**config.mk**
```make
export PLATFORM = sky130hd
export DESIGN_NAME = tva_top
export DESIGN_NICKNAME = d
export VERILOG_FILES = /design/src/logic/tva_pkg.sv /design/src/logic/tva_link_if.sv /design/src/logic/tva_det.sv /design/src/logic/tva_vote.sv /design/src/logic/tva_top.sv
export SDC_FILE = /design/constraint.sdc
export NUM_CORES = 1
export LEC_CHECK = 0
export BUFFER_PORTS_ARGS = -buffer_cell sky130_fd_sc_hd__buf_2
export CORE_AREA = 2 2 247 274
export CTS_CLUSTER_DIAMETER = 40
export DETAILED_ROUTE_END_ITERATION = 6
export DIE_AREA = 0 0 249 276
export GPL_ROUTABILITY_DRIVEN = 1
export HOLD_SLACK_MARGIN = 0.15
export MAX_ROUTING_LAYER = met4
export PLACE_DENSITY = 0.69
export SYNTH_ARGS = -nofsm -noshare
export SYNTH_HDL_FRONTEND = slang
export SYNTH_SLANG_ARGS = --single-unit
```
**constraint.sdc**
```tcl
create_clock -name CLOCK -period 9.7 [get_ports CLOCK]
set_clock_uncertainty 0.15 [all_clocks]
set_input_delay 0.97 -clock CLOCK [delete_from_list [all_inputs] [get_ports CLOCK]]
set_output_delay 0.97 -clock CLOCK [all_outputs]
set_load 0.05 [all_outputs]
```
**src/logic/tva_pkg.sv**
```systemverilog
package tva_pkg;
   // ==============================================
   // sizes
   localparam int NALM   = 3;
   localparam int PCT_W  = 8;
   localparam int VOTE_W = 8;
   localparam int SUM_W  = 12;
   localparam int NRELAY = 4;
   localparam int POST_W = 16;
   // ==============================================
   // register byte offsets
   localparam logic [11:0] OFS_CTRL   = 12'h000;
   localparam logic [11:0] OFS_WEIGHT = 12'h004;
   localparam logic [11:0] OFS_KEYV   = 12'h008;
   localparam logic [11:0] OFS_EXTV   = 12'h00c;
   localparam logic [11:0] OFS_POST   = 12'h010;
   localparam logic [11:0] OFS_RSEL   = 12'h014;
   localparam logic [11:0] OFS_STAT   = 12'h018;
   localparam logic [11:0] OFS_ISTAT  = 12'h01c;
   localparam logic [11:0] OFS_IMASK  = 12'h020;
   localparam logic [11:0] OFS_CH0    = 12'h040;
   localparam int          CH_STRIDE  = 16;
   // ==============================================
   // field positions
   localparam int CTRL_EN    = 0;
   localparam int CTRL_BLOCK = 1;
   localparam int CTRL_KBD   = 2;
   localparam int INT_START  = 0;
   localparam int INT_END    = 1;
   localparam int INT_ALARM  = 2;
   localparam int ST_SYS     = 8;
   localparam int ST_REC     = 9;
   localparam int ST_ALM     = 10;
   localparam int ST_TOTAL   = 16;
   // ==============================================
   // reset values
   localparam logic [PCT_W-1:0]  TRIG_PCT_RST = 8'h02;
   localparam logic [PCT_W-1:0]  DET_PCT_RST  = 8'h02;
   localparam logic [VOTE_W-1:0] CH_VOTE_RST  = 8'h01;
   localparam logic [VOTE_W-1:0] WEIGHT_RST   = 8'h01;
   localparam logic [VOTE_W-1:0] KEYV_RST     = 8'h01;
   localparam logic [VOTE_W-1:0] EXTV_RST     = 8'h00;
   localparam logic [POST_W-1:0] POST_RST     = 16'h03e8;
   localparam logic [5:0]        RSEL_RST     = 6'h24;
   localparam logic [2:0]        CTRL_RST     = 3'h1;

   typedef enum logic [1:0] {
      ST_IDLE = 2'b00,
      ST_TRIG = 2'b01,
      ST_POST = 2'b10
   } tva_rec_type;

   function automatic logic signed [SUM_W-1:0] vext(
      input logic [VOTE_W-1:0] v);
      return {{(SUM_W-VOTE_W){v[VOTE_W-1]}}, v};
   endfunction

   // level scaled by 100 so percent thresholds compare in integers
   function automatic logic [47:0] lvl_pct(input logic [31:0] m);
      return 48'(m) * 48'd100;
   endfunction

   function automatic logic [47:0] fs_pct(input logic [PCT_W-1:0] p,
                                          input int sw);
      return 48'(p) << (sw - 1);
   endfunction
endpackage

```
**src/logic/tva_link_if.sv**
```systemverilog
`timescale 1ns/1ps
interface tva_link_if #(parameter int NCH = 3);
   import tva_pkg::*;
   logic [NCH-1:0]          trig;
   logic [NALM-1:0]         alarm;
   logic signed [SUM_W-1:0] total;
   logic                    sys_trig;
   modport det  (output trig, output alarm);
   modport vote (input trig, output total, output sys_trig);
   modport ctl  (input trig, input alarm, input total, input sys_trig);
endinterface

```
**src/logic/tva_det.sv**
```systemverilog
`timescale 1ns/1ps
module tva_det import tva_pkg::*; #(
   parameter int NCH = 3,
   parameter int SW  = 24
) (
   // clock
   input wire logic                      clk,
   input wire logic                      rst_n,
   input wire logic                      ce,
   // samples and settings
   input wire logic                      en,
   input wire logic                      valid,
   input wire logic [NCH*SW-1:0]         data,
   input wire logic [NCH*PCT_W-1:0]      trig_pct,
   input wire logic [NCH*PCT_W-1:0]      det_pct,
   input wire logic [NCH*NALM*PCT_W-1:0] alm_pct,
   // results
   tva_link_if.det                       lk
);
   typedef struct packed {
      logic [NCH-1:0]  trig;
      logic [NALM-1:0] alarm;
   } tva_det_type;
   tva_det_type det_reg, det_next;

   function automatic logic [31:0] mag(input logic [SW-1:0] s);
      logic [SW:0] e;
      e = {s[SW-1], s};
      if (s[SW-1]) begin
         e = -e;
      end
      return 32'(e);
   endfunction

   always_comb begin
      logic [47:0] lvl;
      lvl = '0;
      det_next = det_reg;
      if (!en) begin
         det_next = '0;
      end else if (valid) begin
         det_next.alarm = '0;
         for (int c = 0; c < NCH; c++) begin
            lvl = lvl_pct(mag(data[c*SW +: SW]));
            if (!det_reg.trig[c] &&
                lvl >= fs_pct(trig_pct[c*PCT_W +: PCT_W], SW)) begin
               det_next.trig[c] = 1'b1;
            end else if (det_reg.trig[c] &&
                lvl < fs_pct(det_pct[c*PCT_W +: PCT_W], SW)) begin
               det_next.trig[c] = 1'b0;
            end
            for (int k = 0; k < NALM; k++) begin
               if (alm_pct[(c*NALM+k)*PCT_W +: PCT_W] != '0 &&
                   lvl > fs_pct(alm_pct[(c*NALM+k)*PCT_W +: PCT_W],
                                SW)) begin
                  det_next.alarm[k] = 1'b1;
               end
            end
         end
      end
   end

   always_ff @(posedge clk or negedge rst_n) begin
      if (!rst_n) begin
         det_reg <= '0;
      end else if (ce) begin
         det_reg <= det_next;
      end
   end

   assign lk.trig  = det_reg.trig;
   assign lk.alarm = det_reg.alarm;

   // ==============================================
   // checks on channel 0
   logic [47:0] lvl0;
   assign lvl0 = lvl_pct(mag(data[SW-1:0]));
endmodule

```
**src/logic/tva_vote.sv**
```systemverilog
`timescale 1ns/1ps
module tva_vote import tva_pkg::*; #(
   parameter int NCH = 3
) (
   // clock
   input wire logic                   clk,
   input wire logic                   rst_n,
   input wire logic                   ce,
   // vote settings and extra sources
   input wire logic [NCH*VOTE_W-1:0]  ch_vote,
   input wire logic [VOTE_W-1:0]      key_vote,
   input wire logic [VOTE_W-1:0]      ext_vote,
   input wire logic [VOTE_W-1:0]      weight,
   input wire logic                   key_on,
   input wire logic                   ext_on,
   // trigger state in, decision out
   tva_link_if.vote                   lk
);
   typedef struct packed {
      logic signed [SUM_W-1:0] total;
      logic                    sys;
   } tva_vote_type;
   tva_vote_type vote_reg, vote_next;
   logic signed [SUM_W-1:0] sum;
   logic signed [SUM_W-1:0] wgt;

   assign wgt = vext(weight);

   always_comb begin
      sum = '0;
      for (int c = 0; c < NCH; c++) begin
         if (lk.trig[c]) begin
            sum = sum + vext(ch_vote[c*VOTE_W +: VOTE_W]);
         end
      end
      if (key_on) begin
         sum = sum + vext(key_vote);
      end
      if (ext_on) begin
         sum = sum + vext(ext_vote);
      end
      vote_next.total = sum;
      vote_next.sys   = sum >= vext(weight);
   end

   always_ff @(posedge clk or negedge rst_n) begin
      if (!rst_n) begin
         vote_reg <= '0;
      end else if (ce) begin
         vote_reg <= vote_next;
      end
   end

   assign lk.total    = vote_reg.total;
   assign lk.sys_trig = vote_reg.sys;
endmodule

```
**src/logic/tva_top.sv**
```systemverilog
// Local design decisions: the APB interface to the registers and the register addresses.
`timescale 1ns/1ps
module tva_top import tva_pkg::*; #(
   parameter int NCH = 3,
   parameter int SW  = 24
) (
   // clock and reset
   input  wire logic              CLOCK,
   input  wire logic              RST_N,
   input  wire logic              CE,
   // apb slave
   input  wire logic              PSEL,
   input  wire logic              PENABLE,
   input  wire logic              PWRITE,
   input  wire logic [11:0]       PADDR,
   input  wire logic [31:0]       PWDATA,
   output logic      [31:0]       PRDATA,
   output logic                   PREADY,
   output logic                   PSLVERR,
   // filtered trigger samples
   input  wire logic [NCH*SW-1:0] TRIG_DATA,
   input  wire logic              DATA_VALID,
   input  wire logic              EXT_TRIG,
   // event outputs
   output logic                   SYS_TRIG,
   output logic                   RECORDING,
   output logic                   EVENT_START,
   output logic      [NCH-1:0]    CHAN_TRIG,
   // alarm outputs
   output logic      [NRELAY-1:0] RELAY,
   output logic                   STAT_PKT,
   output logic      [NALM-1:0]   PKT_ALARM,
   // interrupt
   output logic                   IRQ
);
   localparam int NA = NCH * NALM;

   typedef struct packed {
      logic [2:0]               ctrl;
      logic [VOTE_W-1:0]        weight;
      logic [VOTE_W-1:0]        key_vote;
      logic [VOTE_W-1:0]        ext_vote;
      logic [POST_W-1:0]        post_len;
      logic [2*NALM-1:0]        rsel;
      logic [NCH*PCT_W-1:0]     trig_pct;
      logic [NCH*PCT_W-1:0]     det_pct;
      logic [NCH*VOTE_W-1:0]    ch_vote;
      logic [NA*PCT_W-1:0]      alm_pct;
      logic [2:0]               istat;
      logic [2:0]               imask;
      tva_rec_type              st;
      logic [POST_W-1:0]        post_cnt;
      logic [NALM-1:0]          alarm_d;
      logic [31:0]              prdata;
      logic                     pready;
      logic                     pslverr;
      logic                     sys_o;
      logic                     rec_o;
      logic                     start_o;
      logic [NCH-1:0]           chan_o;
      logic [NRELAY-1:0]        relay_o;
      logic                     pkt_o;
      logic [NALM-1:0]          pkt_alarm;
      logic                     irq_o;
   } tva_top_type;

   tva_top_type top_reg, top_next;

   tva_link_if #(.NCH(NCH)) lk ();

   // ==============================================
   // sub blocks
   tva_det #(.NCH(NCH), .SW(SW)) u_det (
      .clk      (CLOCK),
      .rst_n    (RST_N),
      .ce       (CE),
      .en       (top_reg.ctrl[CTRL_EN]),
      .valid    (DATA_VALID),
      .data     (TRIG_DATA),
      .trig_pct (top_reg.trig_pct),
      .det_pct  (top_reg.det_pct),
      .alm_pct  (top_reg.alm_pct),
      .lk       (lk.det)
   );

   tva_vote #(.NCH(NCH)) u_vote (
      .clk      (CLOCK),
      .rst_n    (RST_N),
      .ce       (CE),
      .ch_vote  (top_reg.ch_vote),
      .key_vote (top_reg.key_vote),
      .ext_vote (top_reg.ext_vote),
      .weight   (top_reg.weight),
      .key_on   (top_reg.ctrl[CTRL_KBD]),
      .ext_on   (EXT_TRIG),
      .lk       (lk.vote)
   );

   // ==============================================
   // apb decode helpers
   function automatic logic ch_hit(input logic [11:0] a);
      return a >= OFS_CH0 &&
             a < OFS_CH0 + 12'(NCH * CH_STRIDE) &&
             a[3:2] != 2'b11;
   endfunction

   function automatic int ch_idx(input logic [11:0] a);
      return int'((a - OFS_CH0) >> 4);
   endfunction

   // ==============================================
   // next state
   always_comb begin
      logic             acc;
      logic             wr;
      logic [31:0]      rd;
      logic             bad;
      logic [2:0]       ev;
      logic [NALM-1:0]  rise;
      int               c;
      acc  = PSEL && PENABLE;
      wr   = acc && top_reg.pready && PWRITE;
      rd   = '0;
      bad  = 1'b0;
      ev   = '0;
      rise = '0;
      c    = ch_idx(PADDR);
      top_next = top_reg;

      // ----- register reads, answered one cycle into access
      case (PADDR)
         OFS_CTRL:   rd = 32'(top_reg.ctrl);
         OFS_WEIGHT: rd = 32'(top_reg.weight);
         OFS_KEYV:   rd = 32'(top_reg.key_vote);
         OFS_EXTV:   rd = 32'(top_reg.ext_vote);
         OFS_POST:   rd = 32'(top_reg.post_len);
         OFS_RSEL:   rd = 32'(top_reg.rsel);
         OFS_STAT: begin
            rd[NCH-1:0]              = lk.trig;
            rd[ST_SYS]               = lk.sys_trig;
            rd[ST_REC]               = top_reg.rec_o;
            rd[ST_ALM +: NALM]       = lk.alarm;
            rd[ST_TOTAL +: 16]       = 16'(signed'(lk.total));
         end
         OFS_ISTAT:  rd = 32'(top_reg.istat);
         OFS_IMASK:  rd = 32'(top_reg.imask);
         default: begin
            if (ch_hit(PADDR)) begin
               case (PADDR[3:2])
                  2'b00: rd = 32'({
                     top_reg.det_pct[c*PCT_W +: PCT_W],
                     top_reg.trig_pct[c*PCT_W +: PCT_W]});
                  2'b01: rd =
                     32'(top_reg.ch_vote[c*VOTE_W +: VOTE_W]);
                  default: rd =
                     32'(top_reg.alm_pct[c*NALM*PCT_W +: NALM*PCT_W]);
               endcase
            end else begin
               bad = 1'b1;
            end
         end
      endcase

      top_next.pready  = acc && !top_reg.pready;
      if (acc && !top_reg.pready) begin
         top_next.prdata  = PWRITE ? 32'h0 : rd;
         top_next.pslverr = bad;
      end else begin
         top_next.pslverr = 1'b0;
      end

      // ----- register writes, on the edge that completes access
      if (wr) begin
         case (PADDR)
            OFS_CTRL:   top_next.ctrl     = PWDATA[2:0];
            OFS_WEIGHT: top_next.weight   = PWDATA[VOTE_W-1:0];
            OFS_KEYV:   top_next.key_vote = PWDATA[VOTE_W-1:0];
            OFS_EXTV:   top_next.ext_vote = PWDATA[VOTE_W-1:0];
            OFS_POST:   top_next.post_len = PWDATA[POST_W-1:0];
            OFS_RSEL:   top_next.rsel     = PWDATA[2*NALM-1:0];
            OFS_IMASK:  top_next.imask    = PWDATA[2:0];
            default: begin
               if (ch_hit(PADDR)) begin
                  case (PADDR[3:2])
                     2'b00: begin
                        top_next.trig_pct[c*PCT_W +: PCT_W] =
                           PWDATA[7:0];
                        top_next.det_pct[c*PCT_W +: PCT_W] =
                           PWDATA[15:8];
                     end
                     2'b01: top_next.ch_vote[c*VOTE_W +: VOTE_W] =
                        PWDATA[VOTE_W-1:0];
                     default:
                        top_next.alm_pct[c*NALM*PCT_W +: NALM*PCT_W] =
                           PWDATA[NALM*PCT_W-1:0];
                  endcase
               end
            end
         endcase
      end

      // ----- recording sequence
      case (top_reg.st)
         ST_IDLE: begin
            if (lk.sys_trig) begin
               top_next.st = ST_TRIG;
               ev[INT_START] = 1'b1;
            end
         end
         ST_TRIG: begin
            if (!lk.sys_trig) begin
               top_next.st       = ST_POST;
               top_next.post_cnt = top_reg.post_len;
            end
         end
         ST_POST: begin
            if (lk.sys_trig) begin
               top_next.st = ST_TRIG;
            end else if (top_reg.post_cnt == '0) begin
               top_next.st = ST_IDLE;
               ev[INT_END] = 1'b1;
            end else if (DATA_VALID) begin
               top_next.post_cnt = top_reg.post_cnt - 1'b1;
            end
         end
         default: top_next.st = ST_IDLE;
      endcase

      // ----- alarms to relays and status packet
      rise = lk.alarm & ~top_reg.alarm_d;
      top_next.alarm_d = lk.alarm;
      ev[INT_ALARM] = |rise;
      for (int r = 0; r < NRELAY; r++) begin
         top_next.relay_o[r] = 1'b0;
         for (int k = 0; k < NALM; k++) begin
            if (lk.alarm[k] && 32'(top_reg.rsel[2*k +: 2]) == r) begin
               top_next.relay_o[r] = 1'b1;
            end
         end
      end
      top_next.pkt_o = top_reg.ctrl[CTRL_BLOCK] && |rise;
      if (top_next.pkt_o) begin
         top_next.pkt_alarm = lk.alarm;
      end

      // ----- outputs and interrupt, event set beats a clear
      top_next.sys_o   = lk.sys_trig;
      top_next.chan_o  = lk.trig;
      top_next.start_o = ev[INT_START];
      top_next.rec_o   = top_next.st != ST_IDLE;
      if (wr && PADDR == OFS_ISTAT) begin
         top_next.istat = top_reg.istat & ~PWDATA[2:0];
      end
      top_next.istat = top_next.istat | ev;
      top_next.irq_o = |(top_next.istat & top_next.imask);
   end

   // ==============================================
   // state register
   always_ff @(posedge CLOCK or negedge RST_N) begin
      if (!RST_N) begin
         top_reg          <= '0;
         top_reg.st       <= ST_IDLE;
         top_reg.ctrl     <= CTRL_RST;
         top_reg.weight   <= WEIGHT_RST;
         top_reg.key_vote <= KEYV_RST;
         top_reg.ext_vote <= EXTV_RST;
         top_reg.post_len <= POST_RST;
         top_reg.rsel     <= RSEL_RST;
         top_reg.trig_pct <= {NCH{TRIG_PCT_RST}};
         top_reg.det_pct  <= {NCH{DET_PCT_RST}};
         top_reg.ch_vote  <= {NCH{CH_VOTE_RST}};
      end else if (CE) begin
         top_reg <= top_next;
      end
   end

   assign PRDATA      = top_reg.prdata;
   assign PREADY      = top_reg.pready;
   assign PSLVERR     = top_reg.pslverr;
   assign SYS_TRIG    = top_reg.sys_o;
   assign RECORDING   = top_reg.rec_o;
   assign EVENT_START = top_reg.start_o;
   assign CHAN_TRIG   = top_reg.chan_o;
   assign RELAY       = top_reg.relay_o;
   assign STAT_PKT    = top_reg.pkt_o;
   assign PKT_ALARM   = top_reg.pkt_alarm;
   assign IRQ         = top_reg.irq_o;
endmodule

```
==> results.json <==
{
  "p_switching_w": 0.003782,
  "wl_per_cell_um": 20.85,
  "critical_path.slowest_cell": "o41ai_1",
  "pwr_density_cell_nw_per_um2": 229.5,
  "hp-class": "input port to asynchronous set/reset pin",
  "rsz0062_at_grt": "no",
  "synth_common_cells": "524 x inv_1, 444 x ha_1, 362 x nand2_1, 283 x o21ai_0, 264 x dfrtp_1",
  "cts_tree": "built",
  "worstSetupEndpointType": "flop",
  "min_period_ns": 8.289,
  "cts.root.buffer_cell": "clkbuf_16",
  "finalNetCount": 4649,
  "multi_input_area_um2": 22730,
  "fin_crit_sh": 0.8545,
  "outcome": "finished, violations left",
  "dr.pass1.iters": 7,
  "first_global_vias": 28540,
  "clkPwrFrac": 0.204,
  "synth_edf_count": 0,
  "setup_ws_ns": 1.411,
  "synth_flop_cell": "dfrtp_1",
  "htreeDepth": 2,
  "crit_path_start_kind": "input port",
  "power_frac_comb": 0.626,
  "regArea_um2": 7132,
  "maxSlewHeadroom": 0.1751,
  "slowest_delay_ns": 0.74,
  "fp-row-count": 99,
  "clk_path_buf_depth": 3,
  "pin_count": 173,
  "startpoint": "TRIG_DATA[48]",
  "synth_area_leader_cell": "dfrtp_1",
  "finalNonFillerCells": 4918,
  "area_delta_synth_final_pct": 8.980,
  "p_int_w": 0.004388,
  "numPortBuffers": 164,
  "clk-insertion-delay-late_ns": 0.59,
  "hpwl_mm": 79.51,
  "ant_nets": 0,
  "critPathRequiredTime_ns": 10.03,
  "p_leak_nw": 17.14,
  "antenna_found_initial": 9,
  "largest_register_ffs": 220,
  "fin_setup_tns_ns": 0,
  "path_class": "input port to flop",
  "hold_buffers": 0,
  "finalPower_w": 0.008170,
  "dp_cells": 4826,
  "synth_seq_cells": 284,
  "wirelength_mm": 102.5,
  "reg2regPathDepth": 31,
  "cp.arrival_ns": 8.62,
  "slew_viol_final": 0,
  "numCtsBuffers": 46,
  "swShare": 0.4629,
  "die_w_um": 249,
  "grtUsageTotal": 0.3024,
  "power_frac_seq": 0.170,
  "max_freq_ghz": 0.1206,
  "r2r_setup_slack_ns": 2.01,
  "viasPerCell": 6.069,
  "path_clk_slew_ns": 0.06,
  "async_flop_share": 1.000,
  "ys_top_cells_by_area": "dfrtp_1 20%, ha_1 17%, inv_1 6.0%",
  "nFillCells": 6139,
  "synth-seq-area-share": 0.2184,
  "yosysWarnings": 0,
  "irDropWorstVdd_mv": 0.1450,
  "setup_viol": 0,
  "grt-ovfl-total": 0,
  "die_area_um2": 68720,
  "synth.distinct_cells": 99,
  "r2r-end": "u_vote.lk.sys_trig",
  "tightest_slew_ns": 1.228,
  "coreArea_um2": 65770,
  "post-route-drc-count": 4,
  "syn_inst": 3953,
  "first_iter_violations": 2404,
  "hold_ws_ns": 0.2250,
  "die_h_um": 276,
  "cpMostUsedCell": "o21a_1",
  "post_cts_resized": 0,
  "hold_viol_final": 0,
  "critPathMaxFanout": 6,
  "avgSynthCellArea_um2": 8.262,
  "cap_viol_max_count": 0,
  "synth_top_area_frac": 0.2023,
  "violations": "design-rule violations",
  "post_cts_buffers": 0,
  "clock-sinks": 284,
  "worstReg2RegStart": "u_det.lk.trig[0]",
  "layout-drive-gt1-share": 0.1239,
  "pre_cts_slack_ns": 0.9472,
  "yosysMostFrequentCell": "inv_1",
  "dr_total_vias": 29850,
  "netlist_area_um2": 32660,
  "initial_core_util": 0.4965,
  "place_congestion": 1.019,
  "grt_max_degree": 86,
  "crit_end": "u_det.lk.trig[2]",
  "grt_pass1_wl_mm": 159.9
}
[placed cells by master, fill, tap and decap left out, drive strengths merged, types with 20 or more instances in the layout]
| master | count |
|---|---|
| buf | 203 |
| o21a | 49 |
| mux2i | 115 |
| mux2 | 133 |
| a21o | 45 |
| xnor2 | 111 |
| nand3 | 76 |
| inv | 537 |
| o211ai | 21 |
| nor2b | 40 |
| a31oi | 48 |
| or3 | 38 |
| a21oi | 223 |
| nor2 | 219 |
| and3 | 24 |
| dfrtp | 264 |
| nand2b | 37 |
| o31ai | 27 |
| nor3 | 77 |
| fa | 65 |
| o22ai | 35 |
| nand2 | 362 |
| xor2 | 46 |
| o21ai | 284 |
| nor4 | 40 |
| dfstp | 20 |
| a211oi | 33 |
| ha | 444 |
| clkbuf | 60 |
| a22oi | 25 |
| nand4 | 45 |
[worst max-delay path, delay by kind of cell]
kind | cells | cell delay (ns)
and+or+nand+nor | 7 | 1.72
adders and majority gates | 5 | 1.86
AOI/OAI and AO/OA | 12 | 2.91
xor gates and xnor gates | 2 | 0.81
buffers and inverters | 4 | 0.32
[power groups by stage]
stage	sequential [W]	clock (W)	combinational, W
final	0.00139	0.00167	0.00512
after global routing	0.00140	0.00173	0.00579
after CTS	0.00139	0.00167	0.00507
after detailed placement	0.00141	0	0.00503
after global placement	0.00140	0	0.00492
after floorplan	0.00136	0	0.00381
[worst min-delay path by stage]
stage,start,to,slack (ns),cells past startpoint
2_1_floorplan,top_reg[53],top_reg[53],0.30,2
3_3_place_gp,PKT_ALARM[2],PKT_ALARM[2],0.31,2
3_5_place_dp,PKT_ALARM[2],PKT_ALARM[2],0.32,2
4_1_cts,RST_N,top_reg[51],0.22,1
5_1_grt,RST_N,top_reg[52],0.25,1
6_report,RST_N,top_reg[230],0.22,1
[metal layers]
metal / track usage / routed length (um)
met5: - / 0
met4: 0.1786 / 7048
met3: 0.04481 / 7174
met2: 0.4822 / 47020
met1: 0.3637 / 41290
[area by class of cell]
cell class	instances	area share
Clock buffer	60	0.03554
Clock inverter	24	0.007663
Tap cell	858	0.03016
Timing Repair Buffer	203	0.03164
Antenna cell	8	0.0005624
Multi-Input combinational cell	2956	0.6387
Sequential cell	284	0.2004
Inverter	525	0.05537
[cell families (layout without fill, tap and decap cells)]
group,Yosys count,after routing,share of synthesized area
compound gates,966,966,0.1893
xor+xnor,160,160,0.04463
fa+ha+maj,509,509,0.2099
buf+inv,720,812,0.08811
flops,284,284,0.2184
mux,267,267,0.09432
other cells,2,17,0.0002299
simple gates,1045,1045,0.1551
[metrics by stage]
stage | cell area (um2) | util
3_5_place_dp | 34040 | 0.5175
4_1_cts | 35570 | 0.5408
2_1_floorplan | 32690 | -
5_1_grt | 35590 | 0.5411
3_3_place_gp | 34040 | 0.5175
6_report | 35590 | 0.5411
No activity file was read; power rests on OpenSTA's default activity.
